File: src/logic/rtpo_map.svh
// register offsets, field positions, reset values and count figures
// assumes inclusion by bare name from the timer files
`ifndef RTPO_MAP_SVH
`define RTPO_MAP_SVH
`define RTPO_ADDR_W 3
`define RTPO_OFF_CTRL 3'h0
`define RTPO_OFF_PINCTL 3'h1
`define RTPO_OFF_MODE 3'h2
`define RTPO_OFF_PRESC 3'h3
`define RTPO_OFF_MAIN 3'h4
`define RTPO_OFF_SRC 3'h5
`define RTPO_CTRL_START 0
`define RTPO_CTRL_STOP 1
`define RTPO_CTRL_ACTIVE 2
`define RTPO_PIN_POL 0
`define RTPO_PIN_OFF 1
`define RTPO_PIN_INVEN 2
`define RTPO_PIN_SEL 3
`define RTPO_MODE_PULSE 0
`define RTPO_RST_BYTE 8'h00
`define RTPO_DIV2 8'h01
`define RTPO_DIV8 8'h07
`endif

File: src/logic/rtpo_pkg.sv
// types shared by the pulse output timer
// assumes nothing beyond a SystemVerilog compiler
package rtpo_pkg;
    typedef enum logic [2:0] {
        RTPO_SRC_F1 = 3'b000,
        RTPO_SRC_F2 = 3'b001,
        RTPO_SRC_F8 = 3'b010,
        RTPO_SRC_OSC = 3'b011,
        RTPO_SRC_SUB = 3'b100
    } rtpo_src_e;
    typedef logic [7:0] rtpo_byte_t;
endpackage : rtpo_pkg

File: src/logic/rtpo_timer.sv
// reload timer with pulse output on a selectable pin
// assumes a register port on clk; onchip_osc_clock and subclock_div32
// arrive as asynchronous levels and are synchronised here
// the pins are driven through outside pads: the Oe outputs
// enable the pad drivers, and the In inputs are raw pad levels
// the port inputs carry ordinary port drive while the timer
// does not own a pin
// register map, one byte each on the 3-bit port
//   0 control: b0 start, b1 force stop (write only), b2 active
//   1 pin control: b0 start level, b1 output off,
//     b2 inverse enable, b3 pin select
//   2 mode: b0 pulse mode; any write reloads the start level
//   3 prescaler count, 4 main count, 5 count source
//   6 and 7 are unmapped: ignored on write, zero on read
//
// count sources
//   0 every clk, 1 every second clk, 2 every eighth clk
//   3 rising edge of onchip_osc_clock, 4 of subclock_div32
//
// timing
//   a write lands on the edge that samples its strobe
//   read data stand only in the cycle after the read strobe
//   the interrupt pulse lasts one cycle, right after underflow
//   the pin level changes in that same cycle
//   one underflow every (n+1)(m+1) count events
//
// hazards and limits
//   a write while running only marks the stage; the counter
//   takes the reload at that stage's next count event, and a
//   count event that meets the write is spent by the write
//   divided sources restart from zero after every stop, so
//   the first divided period after a start is exact
//   slow sources are sampled, so each of their phases must
//   last more than one clk cycle or edges are lost
//   the inverse pin ignores the output off bit on purpose
//   a mode write in the cycle of an underflow wins over the
//   toggle, so the pin always starts at the chosen level
//   with clkEn low nothing moves, the slow source edges
//   included; such edges may then be missed
//   an unmapped write is dropped without any side effect
//   reads have no side effect either
//
// Our own choices: the register offsets and the strobed register port.
`timescale 1ns/10ps
`include "rtpo_map.svh"
module rtpo_timer #(
    parameter int WIDTH = 8
) (
    input wire logic clk,
    input wire logic arst_n,
    input wire logic clkEn,
    input wire logic [2:0] addr,
    input wire logic [7:0] wrData,
    input wire logic wrStb,
    input wire logic rdStb,
    output logic [7:0] rdData,
    input wire logic onchipOscClock,
    input wire logic subclockDiv32,
    input wire logic portOutA,
    input wire logic portOutB,
    input wire logic portOeA,
    input wire logic portOeB,
    input wire logic pinAIn,
    input wire logic pinBIn,
    output logic pinAOut,
    output logic pinAOe,
    output logic pinBOut,
    output logic pinBOe,
    input wire logic invPortOut,
    input wire logic invPortOe,
    output logic invertedOutPin,
    output logic invertedOutOe,
    output logic extIrq1Input,
    output logic timerIrq
);
    ////////////////////////////////////////////////////////////////////
    // state
    // everything the block remembers outside the two stages lives in one struct
    typedef struct packed {
        // slow source synchronisers and edge memory
        logic [1:0] oscSync;
        logic [1:0] subSync;
        logic oscLast;
        logic subLast;

        // clk divider for the divided sources, and run flag
        logic [2:0] div;
        logic running;

        // configuration written by software
        logic pulseMode;
        logic [2:0] srcSel;
        logic pol;
        logic outOff;
        logic invEn;
        logic pinSel;

        // current pulse level
        logic level;

        // pin input synchronisers
        logic [1:0] pinASync;
        logic [1:0] pinBSync;

        // registered read data and interrupt pulse
        logic [7:0] rdData;
        logic irq;
    } rtpo_timer_s;
    rtpo_timer_s st;
    rtpo_timer_s next_st;

    // write decodes of the two count registers
    logic wrPresc;
    logic wrMain;

    // one-cycle count event of the selected source
    logic srcEvt;

    // stage underflows, each one cycle wide
    logic presUf;
    logic mainUf;

    // live counter contents for the read path
    logic [WIDTH-1:0] presCount;
    logic [WIDTH-1:0] mainCount;

    // decode of a write strobe for one offset
    // used for both count registers
    function automatic logic hitWr(input logic [2:0] a,
                                   input logic [2:0] off,
                                   input logic stb);
        hitWr = stb && (a == off);
    endfunction : hitWr

    assign wrPresc = hitWr(addr, `RTPO_OFF_PRESC, wrStb);
    assign wrMain = hitWr(addr, `RTPO_OFF_MAIN, wrStb);

    ////////////////////////////////////////////////////////////////////
    // count source select
    // a code outside the table stops the count quietly
    always_comb begin
        case (rtpo_pkg::rtpo_src_e'(st.srcSel))
            // every clk
            rtpo_pkg::RTPO_SRC_F1: srcEvt = 1'b1;
            // every second clk, the divider low bit
            rtpo_pkg::RTPO_SRC_F2: srcEvt = st.div[0] == 1'b1;
            // every eighth clk, the divider wrapping
            rtpo_pkg::RTPO_SRC_F8: srcEvt = st.div == 3'h7;
            // rising edges of the slow sources, after the sync
            rtpo_pkg::RTPO_SRC_OSC: srcEvt = st.oscSync[1] && !st.oscLast;
            rtpo_pkg::RTPO_SRC_SUB: srcEvt = st.subSync[1] && !st.subLast;
            // codes 5 to 7 never count
            default: srcEvt = 1'b0;
        endcase
    end

    ////////////////////////////////////////////////////////////////////
    // the two stages
    // the prescaler counts source events; the main stage counts
    // prescaler underflows, so its reload lines up with them
    // both take the full write byte only when WIDTH is 8
    // prescaler
    rtpo_stage #(.WIDTH(WIDTH)) uPresc (
        .clk(clk),
        .arst_n(arst_n),
        .clkEn(clkEn),
        .wrEn(wrPresc),
        .wrData(wrData[WIDTH-1:0]),
        .countEvt(srcEvt),
        .running(st.running),
        .count(presCount),
        .underflow(presUf)
    );

    // main timer
    rtpo_stage #(.WIDTH(WIDTH)) uMain (
        .clk(clk),
        .arst_n(arst_n),
        .clkEn(clkEn),
        .wrEn(wrMain),
        .wrData(wrData[WIDTH-1:0]),
        .countEvt(presUf),
        .running(st.running),
        .count(mainCount),
        .underflow(mainUf)
    );

    ////////////////////////////////////////////////////////////////////
    // control, output level and read path
    always_comb begin
        next_st = st;

        // two-stage synchronisers; only the second stage is read
        next_st.oscSync = {st.oscSync[0], onchipOscClock};
        next_st.subSync = {st.subSync[0], subclockDiv32};
        next_st.oscLast = st.oscSync[1];
        next_st.subLast = st.subSync[1];
        next_st.pinASync = {st.pinASync[0], pinAIn};
        next_st.pinBSync = {st.pinBSync[0], pinBIn};

        // divider runs only while counting, so it restarts clean
        next_st.div = st.running ? st.div + 3'h1 : 3'h0;

        // interrupt pulse follows the main underflow by one cycle
        next_st.irq = mainUf;

        // pulse level flips on each main underflow in pulse mode
        // the new level shows in the same cycle as the irq pulse
        if (mainUf && st.pulseMode) begin
            next_st.level = !st.level;
        end

        // register writes come last so they win over the toggle
        if (wrStb) begin
            case (addr)
                // control: force stop beats start
                `RTPO_OFF_CTRL: begin
                    if (wrData[`RTPO_CTRL_STOP]) begin
                        next_st.running = 1'b0;
                    end else begin
                        next_st.running = wrData[`RTPO_CTRL_START];
                    end
                end

                // pin control
                `RTPO_OFF_PINCTL: begin
                    next_st.pol = wrData[`RTPO_PIN_POL];
                    next_st.outOff = wrData[`RTPO_PIN_OFF];
                    next_st.invEn = wrData[`RTPO_PIN_INVEN];
                    next_st.pinSel = wrData[`RTPO_PIN_SEL];
                end

                // mode: the start level is reloaded on every write
                `RTPO_OFF_MODE: begin
                    next_st.pulseMode = wrData[`RTPO_MODE_PULSE];
                    next_st.level = st.pol;
                end

                // count source code
                `RTPO_OFF_SRC: next_st.srcSel = wrData[2:0];

                // count registers are handled in the stages
                default: ;
            endcase
        end

        // read data: zero unless a read strobe selects a register
        next_st.rdData = `RTPO_RST_BYTE;
        if (rdStb) begin
            case (addr)
                // control: start and active both show the run flag
                `RTPO_OFF_CTRL: begin
                    next_st.rdData[`RTPO_CTRL_START] = st.running;
                    next_st.rdData[`RTPO_CTRL_ACTIVE] = st.running;
                end

                // pin control
                `RTPO_OFF_PINCTL: begin
                    next_st.rdData[`RTPO_PIN_POL] = st.pol;
                    next_st.rdData[`RTPO_PIN_OFF] = st.outOff;
                    next_st.rdData[`RTPO_PIN_INVEN] = st.invEn;
                    next_st.rdData[`RTPO_PIN_SEL] = st.pinSel;
                end

                // mode
                `RTPO_OFF_MODE: begin
                    next_st.rdData[`RTPO_MODE_PULSE] = st.pulseMode;
                end

                // prescaler live count, not the reload value
                `RTPO_OFF_PRESC: begin
                    next_st.rdData[WIDTH-1:0] = presCount;
                end

                // main live count, not the reload value
                `RTPO_OFF_MAIN: begin
                    next_st.rdData[WIDTH-1:0] = mainCount;
                end

                // count source code
                `RTPO_OFF_SRC: next_st.rdData[2:0] = st.srcSel;

                // unmapped reads give zero
                default: next_st.rdData = `RTPO_RST_BYTE;
            endcase
        end
    end

    // state register
    // clkEn low holds every field, the synchronisers included
    always_ff @(posedge clk or negedge arst_n) begin
        if (!arst_n) begin
            st <= '0;
        end else if (clkEn) begin
            st <= next_st;
        end
    end

    ////////////////////////////////////////////////////////////////////
    // pin routing
    // the timer owns pin A or B only in pulse mode with output on
    logic pulseDrive;
    assign pulseDrive = st.pulseMode && !st.outOff;

    // selected pin carries the pulse, the other stays a port
    assign pinAOut = (pulseDrive && !st.pinSel) ? st.level : portOutA;
    assign pinAOe = (pulseDrive && !st.pinSel) ? 1'b1 : portOeA;
    assign pinBOut = (pulseDrive && st.pinSel) ? st.level : portOutB;
    assign pinBOe = (pulseDrive && st.pinSel) ? 1'b1 : portOeB;

    // complement pin tracks the internal level even with output off
    assign invertedOutPin = (st.pulseMode && st.invEn) ?
        !st.level : invPortOut;
    // port drive returns as soon as the inverse is disabled
    assign invertedOutOe = (st.pulseMode && st.invEn) ? 1'b1 : invPortOe;

    // interrupt input from whichever pin is selected
    assign extIrq1Input = st.pinSel ? st.pinBSync[1] : st.pinASync[1];

    // registered outputs straight from the state
    assign timerIrq = st.irq;
    assign rdData = st.rdData;
endmodule : rtpo_timer

File: src/logic/rtpo_stage.sv
// one down-counting stage: reload register plus counter
// assumes the parent supplies a one-cycle count event on clk
`timescale 1ns/10ps
module rtpo_stage #(
    parameter int WIDTH = 8
) (
    input wire logic clk,
    input wire logic arst_n,
    input wire logic clkEn,
    input wire logic wrEn,
    input wire logic [WIDTH-1:0] wrData,
    input wire logic countEvt,
    input wire logic running,
    output logic [WIDTH-1:0] count,
    output logic underflow
);
    typedef struct packed {
        logic [WIDTH-1:0] reload;
        logic [WIDTH-1:0] cnt;
        logic pend;
    } rtpo_stage_s;
    rtpo_stage_s st;
    rtpo_stage_s next_st;

    // underflow on a count event while the counter sits at zero;
    // an event spent by a write neither reloads nor underflows
    assign underflow = running && countEvt && !wrEn &&
        (st.cnt == '0);
    assign count = st.cnt;

    // write, deferred reload and decrement
    always_comb begin
        next_st = st;
        if (wrEn) begin
            next_st.reload = wrData;
            if (running) begin
                next_st.pend = 1'b1;
            end else begin
                next_st.cnt = wrData;
            end
        end
        if (running && countEvt && !wrEn) begin
            if (st.pend || st.cnt == '0) begin
                next_st.cnt = st.reload;
                next_st.pend = 1'b0;
            end else begin
                next_st.cnt = st.cnt - 1'b1;
            end
        end
        if (!running && !wrEn) begin
            next_st.pend = 1'b0;
        end
    end

    // state register
    always_ff @(posedge clk or negedge arst_n) begin
        if (!arst_n) begin
            st <= '0;
        end else if (clkEn) begin
            st <= next_st;
        end
    end
endmodule : rtpo_stage

File: config.mk
export PLATFORM = sky130hd
export DESIGN_NAME = rtpo_timer
export DESIGN_NICKNAME = d
export VERILOG_FILES = /design/src/logic/rtpo_pkg.sv /design/src/logic/rtpo_timer.sv /design/src/logic/rtpo_stage.sv
export VERILOG_INCLUDE_DIRS = /design/src /design/src/logic
export SDC_FILE = /design/constraint.sdc
export NUM_CORES = 1
export LEC_CHECK = 0
export BUFFER_PORTS_ARGS = -buffer_cell sky130_fd_sc_hd__buf_4
export CORE_ASPECT_RATIO = 1.75
export CORE_MARGIN = 2
export CORE_UTILIZATION = 35
export CTS_CLUSTER_DIAMETER = 150
export CTS_CLUSTER_SIZE = 16
export DETAILED_ROUTE_END_ITERATION = 10
export GPL_TIMING_DRIVEN = 0
export PLACE_DENSITY_LB_ADDON = 0.12
export SLEW_MARGIN = 10
export SYNTH_ARGS = -nofsm -noshare
export SYNTH_HDL_FRONTEND = slang
export SYNTH_SLANG_ARGS = --single-unit
File: constraint.sdc
create_clock -name clk -period 3.4 [get_ports clk]
set_clock_uncertainty 0.2 [all_clocks]
set_input_delay 0.51 -clock clk [delete_from_list [all_inputs] [get_ports clk]]
set_output_delay 0.51 -clock clk [all_outputs]
set_load 0.01 [all_outputs]
# ---- Word level (Yosys, flattened, before mapping)
# Index checks and enable logic that the tools add are counted.
dict set report op_classes {
  n_addsub 3
  n_eq_ne 12
  muxes 32
  n_reduce_logical 41
}
# op count
set ops {}
lappend ops {{$mux W9} 4}
lappend ops {{$mux W8} 4}
lappend ops {{$reduce_and A3 Y1} 6}
lappend ops {{$logic_and A1 B1 Y1} 17}
lappend ops {{$mux W1} 17}
lappend ops {{$logic_not A8 Y1} 2}
lappend ops {{$sub A8 B1 Y8 const B} 2}
lappend ops {{$eq A3 B2 Y1 const B} 4}
lappend ops {{$eq A3 B3 Y1 const B} 4}
lappend ops {{$pmux W1 S5} 2}
lappend ops {{$logic_not A1 Y1} 8}
lappend ops {{$pmux W4 S2} 1}
lappend ops {{$eq A3 B1 Y1 const B} 2}
lappend ops {{$logic_not A3 Y1} 2}
lappend ops {{$pmux W1 S6} 1}
lappend ops {{$ne A2 B1 Y1 const B} 2}
lappend ops {{$pmux W1 S4} 1}
lappend ops {{$reduce_and A2 Y1} 2}
lappend ops {{$reduce_bool A2 Y1} 2}
lappend ops {{$add A3 B1 Y3 const B} 1}
lappend ops {{$mux W3} 1}
lappend ops {{$pmux W1 S3} 1}
lappend ops {{$logic_or A1 B1 Y1} 2}
dict set report word_totals {
  ff_bits 66
  in_bits 26
  out_inout_bits 16
  wordCells 111
}

# ---- Logic depth before layout (Yosys ltp)
# Gate-level depths: netlist of run 1.
dict set report depth {
  word_depth 13
  ltp_mapped 8
  depth_no_buf 7
}

# ---- By module
# From an unflattened synthesis of run 1, not the netlist that was laid out.
dict set report unflattened {
  hier_cells 367
  hier_area_um2 3970.1
}
# mod instances cells_each area_each_um2 seq_area_each_um2
set by_module_without_submodules {}
lappend by_module_without_submodules {rtpo_stage 2 109 1116.1 425.4}
lappend by_module_without_submodules {rtpo_timer 1 149 1737.9 800.8}

# ---- Worst setup path after synthesis of run 1
# Ideal clock, no wire load.
dict set report synth_timing {
  path_kind {reg2reg}
  start {register st[23] (netlist name)}
  end {register uMain.st, in the netlist uMain.count[5]}
  setup_ns 0.082
  t_arrival_ns 2.224
  slack_ns 0.895
  stages_incl_launch_ff 9
  path_buffers 1
  synth_period_minus_slack_ns 2.505
  cell_sequence {dfrtp_1 > ha_1 > ha_1 > or3b_1 > and3_4 > or4_1 > buf_2 > a311o_1 > a31oi_1}
}
dict set report synth_via {
  elab_chain_len 9
  word_cells_on_any_way 11
}
# item line
set synth_lines {}
lappend synth_lines {{start: declaration} rtpo_timer.sv:109} ;# rtpo_timer_s st;
lappend synth_lines {{start signal: assignment} rtpo_timer.sv:295} ;# st <= next_st;
lappend synth_lines {{$eq A3 B3 Y1} rtpo_timer.sv:148} ;# rtpo_pkg::RTPO_SRC_F8: srcEvt = st.div == 3'h7;
lappend synth_lines {{$pmux W1 S5 *} rtpo_timer.sv:142} ;# case (rtpo_pkg::rtpo_src_e'(st.srcSel))
lappend synth_lines {{$logic_and A1 B1 Y1 * (3 in series)} rtpo_stage.sv:27} ;# assign underflow = running && countEvt && !wrEn &&
lappend synth_lines {{$logic_and A1 B1 Y1 * (2 in series)} rtpo_stage.sv:42} ;# if (running && countEvt && !wrEn) begin
lappend synth_lines {{$ne A2 B1 Y1 (no line) / $reduce_bool A2 Y1 (equally long branches)} --}
lappend synth_lines {{$reduce_and A3 Y1 (no line)} --}
lappend synth_lines {{end signal: assignment} rtpo_stage.sv:60} ;# st <= next_st;
lappend synth_lines {{end: declaration} rtpo_stage.sv:22} ;# rtpo_stage_s st;
# Mark *: on every way between the ends. The rest lies on a longest branch, timed or not.
# A chain may end at the register's enable or synchronous reset.

# ---- Worst setup path in the final report of run 1
dict set report layout_timing {
  start {register st[23] (netlist name)}
  end {register uMain.st, in the netlist uMain.count[2]}
}
# The elaborated chain is that of the path after synthesis.

==> out/summary.txt, run 1 <==
Status: finished clean
Largest stage delay on the critical path: 0.42 ns
Via-to-Cell Ratio: 5.46
Share of layout cells above drive strength 1: 25.6%
Maximum VDD drop: 386 uV
Final setup viols: 0
HP Class: input pin to asynchronous set/reset pin
Clk Latency, worst-skew pair: 0.33 ns
Leak Pwr: 1.97 nW
PD cells: 672 mW/mm2
CTS tree: built
Synth cell count leaders: dfrtp_1 (66), mux2_2 (38), nand2_1 (34)
Total gr overflow: 0
Synth area leader: dfrtp_1
Endpoint class of the critical path: flip-flop
Max clock buf depth: 2
Ranking of synthesized cells by area: dfrtp_1 (43%), mux2_2 (11%), nand2_1 (3.3%)
Initial antenna violation count: 0
Hold_buf cts: 0
Most frequent CP cell: ha_1
Setup ws final: 0.589 ns
CP Cell Sequence: ha_1, ha_1, or3b_1, and3_4, nor4b_2, or2_1, buf_2, mux2_1
Largest net degree at the start of global routing: 67
WP data required: 3.41 ns
Post-synth net total: 415
Antenna Cells: 0
# port buffers: 39
Syn Area/Cell: 9.95 um2
Area grow syn2layout: 19.4%
Gr usage total: 18.8%
WHS: 0.0864 ns
GPL Wtd Cong: 0.853
Yosys cell types: 62
Buf/Inv on CP: 1
Family with the most delay on the worst path: simple AND/OR/NAND/NOR gates
Synth warnings: 0
Peak Freq: 356 MHz
CP Class: flip-flop to flip-flop
Post-Route Setup TNS: 0 ns
First-pass GRT wire length: 17300 um
Final Max Slew Viols: 0
Final-layout fill cell count: 1074
Worst-Margin Slew: 0.959 ns
Avg WL per Cell: 18.4 um
Seq/Total Area, Yosys: 43.3%
DRC violations left: 0
Width of the die: 82.9 um
MaxCap Viol Count: 0
Floorplan die height: 142 um
Die Area: 0.0118 mm2
Slew HR: 36.0%
Min Clock Period, post-route: 2.81 ns
Part of the cycle the worst path needs: 82.7%
Async SR Flop Fraction: 100%
Hold Vio Cnt, Final: 0
Fin nets: 465
Number of buffers created by CTS: 9
Clk root buf: clkbuf_16
Post-CTS setup buffers: 0
Critical Path AT: 2.82 ns
Final ANT Viol Nets: 0
Number of synthesized flops with an enable pin: 0
Router iterations before antenna repair: 4
Via count: 3097
FP Rows: 50
Vias in the first global route: 3211
Seq cells post-synth: 66
Mapped Cells: 383
DPL Wire Length: 7750 um
Synth Flop Type: dfrtp_1
Slowest-stage cell, CP: dfrtp_1
Routed WL: 10400 um
Pre-CTS setup slack: 0.490 ns
H-Tree Depth: 3
Initial DRC Count: 205
Synth Cell Area: 0.00381 mm2
Crit Path Max Fanout: 8
CTS sink count: 66
Top-Level Pins: 42
Post-cts sizing count: 0
Type of origin of the critical path: flip-flop
Clock transition at path regs: 0.05 ns
Core area: 0.0106 mm2
RSZ-0062 raised after global routing: no
Initial Util: 35.8%
Top cell type's share of synthesized area: 43.3%
Power, Total: 3.06 mW
Count leader, synth: dfrtp_1
-- state kept, by name (all words and copies together) (netlist names) --
register      cells
timerIrq          1
next_st           6
st               17
uMain.st          9
uPresc.count      8
rdData            8
uMain.count       8
uPresc.st         9
-- cells by family (layout without fill, tap and decap cells) --
| family | count (synthesis) | count (layout) | synth area share, % |
|---|---|---|---|
| muxes | 51 | 51 | 14.8 |
| DFF | 66 | 66 | 43.3 |
| xor gates and xnor gates | 7 | 7 | 1.61 |
| and+or+nand+nor | 113 | 113 | 16.7 |
| buffers and inverters | 54 | 108 | 6.24 |
| adders and majority gates | 6 | 6 | 1.97 |
| AOI/OAI and AO/OA | 86 | 86 | 15.3 |
-- placed cells by master, fill, tap and decap left out, types with 10 or more instances in the layout --
cell type / synthesis / routed
o21ai_0: 17 / 17
a21oi_1: 10 / 10
nand2_1: 34 / 34
mux2_2: 38 / 38
inv_1: 25 / 25
buf_4: 8 / 47
nor2_1: 19 / 19
dfrtp_1: 66 / 66
clkbuf_1: 15 / 15
-- final cells by class --
class                           instances  area (um2)  share of cell area [%]
Clock buffer                            9         225                    4.95
Buffer                                 29         144                    3.16
Tap cell                              130         163                    3.58
Clock inverter                          6        58.8                    1.29
Multi-Input combinational cell        263        1920                    42.2
Timing Repair Buffer                   39         293                    6.44
Sequential cell                        66        1650                    36.3
Inverter                               25        93.8                    2.06
-- worst register-to-register path, cell delays in order, from the launching register on --
cell	delay [ns]
dfrtp_1	0.42
ha_1	0.17
ha_1	0.18
or3b_1	0.38
and3_4	0.21
nor4b_2	0.42
or2_1	0.15
buf_2	0.21
mux2_1	0.35
-- per-layer routing --
metal | wire, um | GRT usage, %
met5 | 0 | 0
met4 | 295 | 7.85
met3 | 343 | 3.07
met2 | 5530 | 34.0
met1 | 4260 | 21.7
-- through the flow --
step / std cells / cell area (um2) / util (%)
finish: 567 / 4550 / 42.8
global route: 567 / 4550 / 42.8
detailed placement: 552 / 4270 / 40.1
CTS: 567 / 4550 / 42.8
global placement: 552 / 4270 / 40.1
floorplan: 383 / 3810 / -
-- report_power, final --
part / internal [mW] / switching [mW] / total [mW]
sequential: 0.969 / 0.203 / 1.17
combinational: 0.461 / 0.529 / 0.990
clock: 0.558 / 0.337 / 0.895
-- path summary, 6_finish.rpt --
| kind | startpoint | end | slack, ns | cells past startpoint |
|---|---|---|---|---|
| setup reg to reg | st[23] | uMain.count[2] | 0.59 | 8 |
| setup / recovery | st[23] | uMain.count[2] | 0.59 | 8 |
| min in group clk | pinBIn | next_st[10] | 0.21 | 2 |
| hold / removal | arst_n | next_st[29] | 0.09 | 1 |
| hold reg to reg | st[27] | st[27] | 0.30 | 1 |
| max in group asynchronous | arst_n | uMain.st[11] | 2.33 | 1 |
(Power assumes the default switching activity.)
==> run 2: changes to the inputs <==
clock period = 2.6 ns   (was 3.4 ns; I/O delays follow)
==> out/summary.txt, run 2 (synthesis results as in run 1) <==
Status: complete, but fails checks
Failing checks: hold timing
Endpoint class of the critical path: flip-flop
Met2 usage: 34.5% (+0.42 points)
Final ANT Viol Nets: 0 (unchanged)
Slowest-stage cell, CP: or4_4
Reg with most FFs: st
Peak Freq: 394 MHz (+11%)
Final Max Slew Viols: 0 (unchanged)
Max clock buf depth: 2 (unchanged)
H-Tree Depth: 3 (unchanged)
Routed WL: 10500 um (+0.87%)
Vias in the first global route: 3243 (+1.0%)
Placed cells: 552 (unchanged)
Clock transition at path regs: 0.06 ns (about the same)
CP Class: flip-flop to flip-flop
Slew HR: 42.0% (+6.0 points)
Core area: 0.0106 mm2 (unchanged)
Non-filler cells in the finished layout: 578 (+1.9%)
Top-Level Pins: 42 (unchanged)
Critical Path AT: 2.59 ns (-0.23 ns)
Min Clock Period, post-route: 2.54 ns (-0.274 ns)
Router iterations before antenna repair: 5 (+1)
Crit Path Max Fanout: 5 (-3)
PD cells: 870 mW/mm2 (+29%)
Final setup viols: 0 (unchanged)
Commonest non-fill, non-tap cells in the layout: dfrtp_1 (64), buf_4 (57), mux2_2 (38)
CTS tree: built
Largest regs: st: 17 flops, uMain.st: 9 flops, uPresc.st: 9 flops
Floorplan die height: 142 um (unchanged)
CTS sink count: 66 (unchanged)
CP Cell Sequence: ha_2, ha_4, or3b_4, and3_4, or4_4, buf_6, a311o_1, a31oi_1
Post-place instance area: 0.00427 mm2 (unchanged)
Maximum VDD drop: 486 uV (+26%)
Sw Share: 35.1% (+0.084 points)
Final-layout fill cell count: 1050 (-2.2%)
Met3 usage in global routing: 3.02% (-0.058 points)
Worst r2r path cells: 8 (unchanged)
Clock share of power: 28.5% (-0.8 points)
Register area: 0.00165 mm2 (+0.15%)
Max reg flops: 17 (unchanged)
NetSw: 1.44 mW (+35%)
GPL Wtd Cong: 0.853 (unchanged)
Initial DRC Count: 178 (-13%)
Clk Latency, worst-skew pair: 0.33 ns (about the same)
Via count: 3150 (+1.7%)
Initial antenna violation count: 0 (unchanged)
Width of the die: 82.9 um (unchanged)
Power, Total: 4.12 mW (+35%)
Number of buffers created by CTS: 9 (unchanged)
WHS: -0.0363 ns (-0.123 ns)
Total gr overflow: 0 (unchanged)
Setup ws final: 0.0637 ns (-0.526 ns)
HP Class: input pin to asynchronous set/reset pin
Hold Vio Cnt, Final: 31 (+31)
Via-to-Cell Ratio: 5.45 (-0.22%)
Largest net degree at the start of global routing: 67 (unchanged)
Most common cell after layout, fill and taps aside: dfrtp_1
DPL Wire Length: 7750 um (unchanged)
Met1 usage in global routing: 21.6% (-0.11 points)
WP data required: 2.65 ns (-0.76 ns)
Share of layout cells above drive strength 1: 31.0% (+5.4 points)
Worst-Margin Slew: 0.869 ns (-0.0900 ns)
# port buffers: 39 (unchanged)
Initial Util: 35.8% (unchanged)
Hold_buf cts: 0 (unchanged)
Clk root buf: clkbuf_16
Area grow syn2layout: 24.1%
MaxCap Viol Count: 0 (unchanged)
Antenna Cells: 0 (unchanged)
FP Rows: 50 (unchanged)
Pre-CTS setup slack: -0.211 ns (-0.700 ns)
First-pass GRT wire length: 17400 um (+0.52%)
Largest stage delay on the critical path: 0.41 ns (about the same)
Fin nets: 476 (+2.4%)
Avg WL per Cell: 18.2 um (-1.0%)
RSZ-0062 raised after global routing: yes
Leak Pwr: 2.06 nW (+4.2%)
Area of the multi-input gates: 0.00200 mm2 (+3.9%)
Int Pwr: 2.67 mW (+34%)
Gr usage total: 18.8% (+0.073 points)
Flop pwr share: 37.5% (-0.8 points)
Die Area: 0.0118 mm2 (unchanged)
Comb power frac: 34.0% (+1.6 points)
Type of origin of the critical path: flip-flop
Part of the cycle the worst path needs: 97.5% (+15 points)
Final Cell Area: 0.00473 mm2 (+3.9%)
DRC violations left: 0 (unchanged)
Most Crowded Layer GR: met2
## run 2: repair_timing
item,in CTS,in global routing
resized for setup,16,10
pin swaps,4,5
endpoints found under the setup margin,14,13
buffers inserted,4,7
## run 2: power by group through the flow
stage | Clock [mW] | Combinational, mW | Sequential [mW]
floorplan | 0 | 0.968 | 1.46
global placement | 0 | 1.28 | 1.55
detailed placement | 0 | 1.31 | 1.55
CTS | 1.20 | 1.35 | 1.53
global route | 1.25 | 1.56 | 1.59
finish | 1.17 | 1.40 | 1.54
## run 2: metal layers
metal  wire length, um  up-vias
li1                  -     1510
met1              4280     1570
met2              5640       53
met3               298       17
met4               301        0
met5                 0        -
## run 2: area by class of cell
type	count	area share [%]
Sequential cell	66	35.0
Multi-Input combinational cell	263	42.2
Clock buffer	9	4.76
Buffer	29	3.36
Tap cell	130	3.44
Clock inverter	6	1.24
Timing Repair Buffer	50	8.02
Inverter	25	1.98
## run 2: path summary, 6_finish.rpt
path	end	slack, ns	from
worst max-delay path	uMain.count[5]	0.06	st[23]
worst min-delay path	next_st[29]	-0.04	arst_n
worst max register to register	uMain.count[5]	0.06	st[23]
worst min register to register	st[27]	0.30	st[27]
max in group asynchronous	uPresc.count[1]	1.62	arst_n
min in group clk	next_st[10]	0.09	pinBIn
## run 2: stage by stage
step	TNS (ns)	util, %
after detailed placement	-2.42	40.1
after CTS	-0.0176	43.7
after global routing	-0.168	44.5
final	0	44.5
after global placement	-2.71	40.1
after floorplan	0	-
## run 2: critical path, delay by kind of cell (launching register included)
family	cells	cell delay (ns)
AOI/OAI and AO/OA	2	0.43
adders and majority gates	2	0.32
buffers and inverters	1	0.15
DFF	1	0.35
and+or+nand+nor	3	0.99
==> run 3: changes to the inputs <==
--- a/config.mk
+++ b/config.mk
@@ -7,4 +7,5 @@
 export NUM_CORES = 1
 export LEC_CHECK = 0
+export ABC_AREA = 0
 export BUFFER_PORTS_ARGS = -buffer_cell sky130_fd_sc_hd__buf_4
 export CORE_ASPECT_RATIO = 1.75
@@ -14,5 +15,4 @@
 export CTS_CLUSTER_SIZE = 16
 export DETAILED_ROUTE_END_ITERATION = 10
-export GPL_TIMING_DRIVEN = 0
 export PLACE_DENSITY_LB_ADDON = 0.12
 export SLEW_MARGIN = 10
==> constraint.sdc (replaced) <==
create_clock -name clk -period 2.6 [get_ports clk]
set_clock_uncertainty 0.2 [all_clocks]
set_input_delay 0.39 -clock clk [delete_from_list [all_inputs] [get_ports clk]]
set_output_delay 0.39 -clock clk [all_outputs]
set_load 0.05 [all_outputs]
==> out/summary.txt, run 3 (synthesis results as in run 1) <==
Width of the die: 82.9 um (unchanged)
CTS sink count: 66 (unchanged)
Post-layout util: 44.5% (about the same)
Via count: 3106 (-1.4%)
Area grow syn2layout: 24.1% (about the same)
Endpoint class of the critical path: flip-flop
Fin nets: 472 (-0.84%)
Family with the most delay on the worst path: simple AND/OR/NAND/NOR gates
Pre-CTS setup slack: -0.0376 ns (+0.173 ns)
Final setup viols: 0 (unchanged)
CP Cell Sequence: ha_2, ha_1, or3b_4, and3_4, or4_4, a311o_1, a31oi_1
Reg-to-Reg End: uMain.count[5]
R2R Setup Slk: 0.1 ns (+0.03 ns)
Slowest-stage cell, CP: or4_4
Hold_buf cts: 0 (unchanged)
DRC violations left: 0 (unchanged)
Slew HR: 41.0% (-1.0 points)
Peak Freq: 400 MHz (+1.4%)
Final ANT Viol Nets: 0 (unchanged)
Initial DRC Count: 204 (+15%)
Min Clock Period, post-route: 2.50 ns (-0.0350 ns)
Worst r2r path cells: 7 (-1)
Status: complete, but fails checks
Routed WL: 10600 um (+0.42%)
Largest regs: st: 17 flops, uMain.st: 9 flops, uPresc.st: 9 flops
Final-layout fill cell count: 1070 (+1.9%)
Initial Util: 35.8% (unchanged)
GPL Wtd Cong: 0.879 (+3.1%)
First-pass GRT wire length: 17300 um (-0.32%)
CP Class: flip-flop to flip-flop
RSZ-0062 raised after global routing: yes
Top-Level Pins: 42 (unchanged)
H-Tree Depth: 3 (unchanged)
DPL Wire Length: 7890 um (+1.8%)
Die Area: 0.0118 mm2 (unchanged)
Commonest non-fill, non-tap cells in the layout: buf_4 (75), dfrtp_1 (66), mux2_2 (38)
Core area: 0.0106 mm2 (unchanged)
Crit Path Max Fanout: 7 (+2)
Clock transition at path regs: 0.05 ns (about the same)
Initial antenna violation count: 0 (unchanged)
CTS tree: built
Share of layout cells above drive strength 1: 32.1% (+1.1 points)
Total gr overflow: 0 (unchanged)
Vias in the first global route: 3222 (-0.65%)
HP Class: input pin to asynchronous set/reset pin
Setup ws final: 0.0987 ns (+0.0350 ns)
Part of the cycle the worst path needs: 96.2% (-1.3 points)
Largest net degree at the start of global routing: 67 (unchanged)
Most common cell after layout, fill and taps aside: buf_4
Critical Path AT: 2.55 ns (-0.04 ns)
Type of origin of the critical path: flip-flop
Placed cells: 558 (+1.1%)
Reg with most FFs: st
Max reg flops: 17 (unchanged)
Avg WL per Cell: 18.4 um (+0.94%)
Router iterations before antenna repair: 4 (-1)
WP data required: 2.65 ns (about the same)
Buf/Inv on CP: 0 (-1)
FP Rows: 50 (unchanged)
Leak Pwr: 2.09 nW (+1.8%)
RR Startpoint: st[23]
Worst-Margin Slew: 0.884 ns (+0.0152 ns)
Floorplan die height: 142 um (unchanged)
Max clock buf depth: 2 (unchanged)
Via-to-Cell Ratio: 5.40 (-0.88%)
Maximum VDD drop: 402 uV (-17%)
Antenna Cells: 0 (unchanged)
PD cells: 920 mW/mm2 (+5.7%)
MaxCap Viol Count: 0 (unchanged)
# port buffers: 41 (+5.1%)
Hold Vio Cnt, Final: 28 (-9.7%)
WHS: -0.0203 ns (+0.0160 ns)
Largest stage delay on the critical path: 0.58 ns (+0.17 ns)
Clk root buf: clkbuf_16
Failing checks: hold timing
Final Max Slew Viols: 0 (unchanged)
Number of buffers created by CTS: 9 (unchanged)
Non-filler cells in the finished layout: 575 (-0.52%)
Clk Latency, worst-skew pair: 0.33 ns (about the same)
Worst setup path start: st[23]
Gr usage total: 18.9% (+0.088 points)
-- run 3: per-stage QoR --
stage	hold slack [ns]	setup TNS, ns	area (um2)	total power, mW
6_report	-0.0203	0	4730	4.35
5_1_grt	0.0569	-0.00276	4730	4.61
4_1_cts	0.0198	0	4700	4.37
3_5_place_dp	0.287	-0.0376	4380	3.09
3_3_place_gp	0.281	0	4380	3.07
2_1_floorplan	-0.106	0	3810	2.51
-- run 3: what timing repair did --
action	4_1_cts	5_1_grt
resized for setup	1	5
gates cloned	0	0
setup buffers	0	1
pin swaps	0	2
setup endpoints to repair	1	7
-- run 3: worst max path at each step --
stage	endpoint	slack [ns]	cells after the start
global route	uMain.count[5]	-0.003	7
CTS	uMain.count[4]	0.05	7
finish	uMain.count[5]	0.1	7
detailed placement	uMain.count[5]	-0.04	7
floorplan	uMain.count[5]	0.09	8
global placement	uMain.count[5]	0.007	7
-- run 3: area by class of cell --
| class | instances | area, um2 | area share, % |
|---|---|---|---|
| timing repair buffer | 75 | 563 | 11.9 |
| multi-input combinational | 263 | 1940 | 41.1 |
| tap | 130 | 163 | 3.44 |
| clock buffer | 12 | 267 | 5.63 |
| clock inverter | 4 | 48.8 | 1.03 |
| sequential | 66 | 1650 | 34.9 |
| inverter | 25 | 93.8 | 1.98 |
-- run 3: per-layer routing --
layer | up-vias | part of all wire [%] | global-route usage, % | routed length, um
met2 | 52 | 52 | 33.5 | 5520
met1 | 1529 | 41 | 21.9 | 4380
li1 | 1503 | - | - | -
met4 | 0 | 4.0 | 10.3 | 420
met5 | - | 0 | 0 | 0
met3 | 22 | 2.3 | 2.61 | 247
-- run 3: power breakdown --
group	leakage [nW]	total, mW	internal (mW)	switching (mW)
logic	1.11	1.59	0.722	0.869
clock network	0.159	1.26	0.819	0.444
registers	0.822	1.50	1.27	0.227
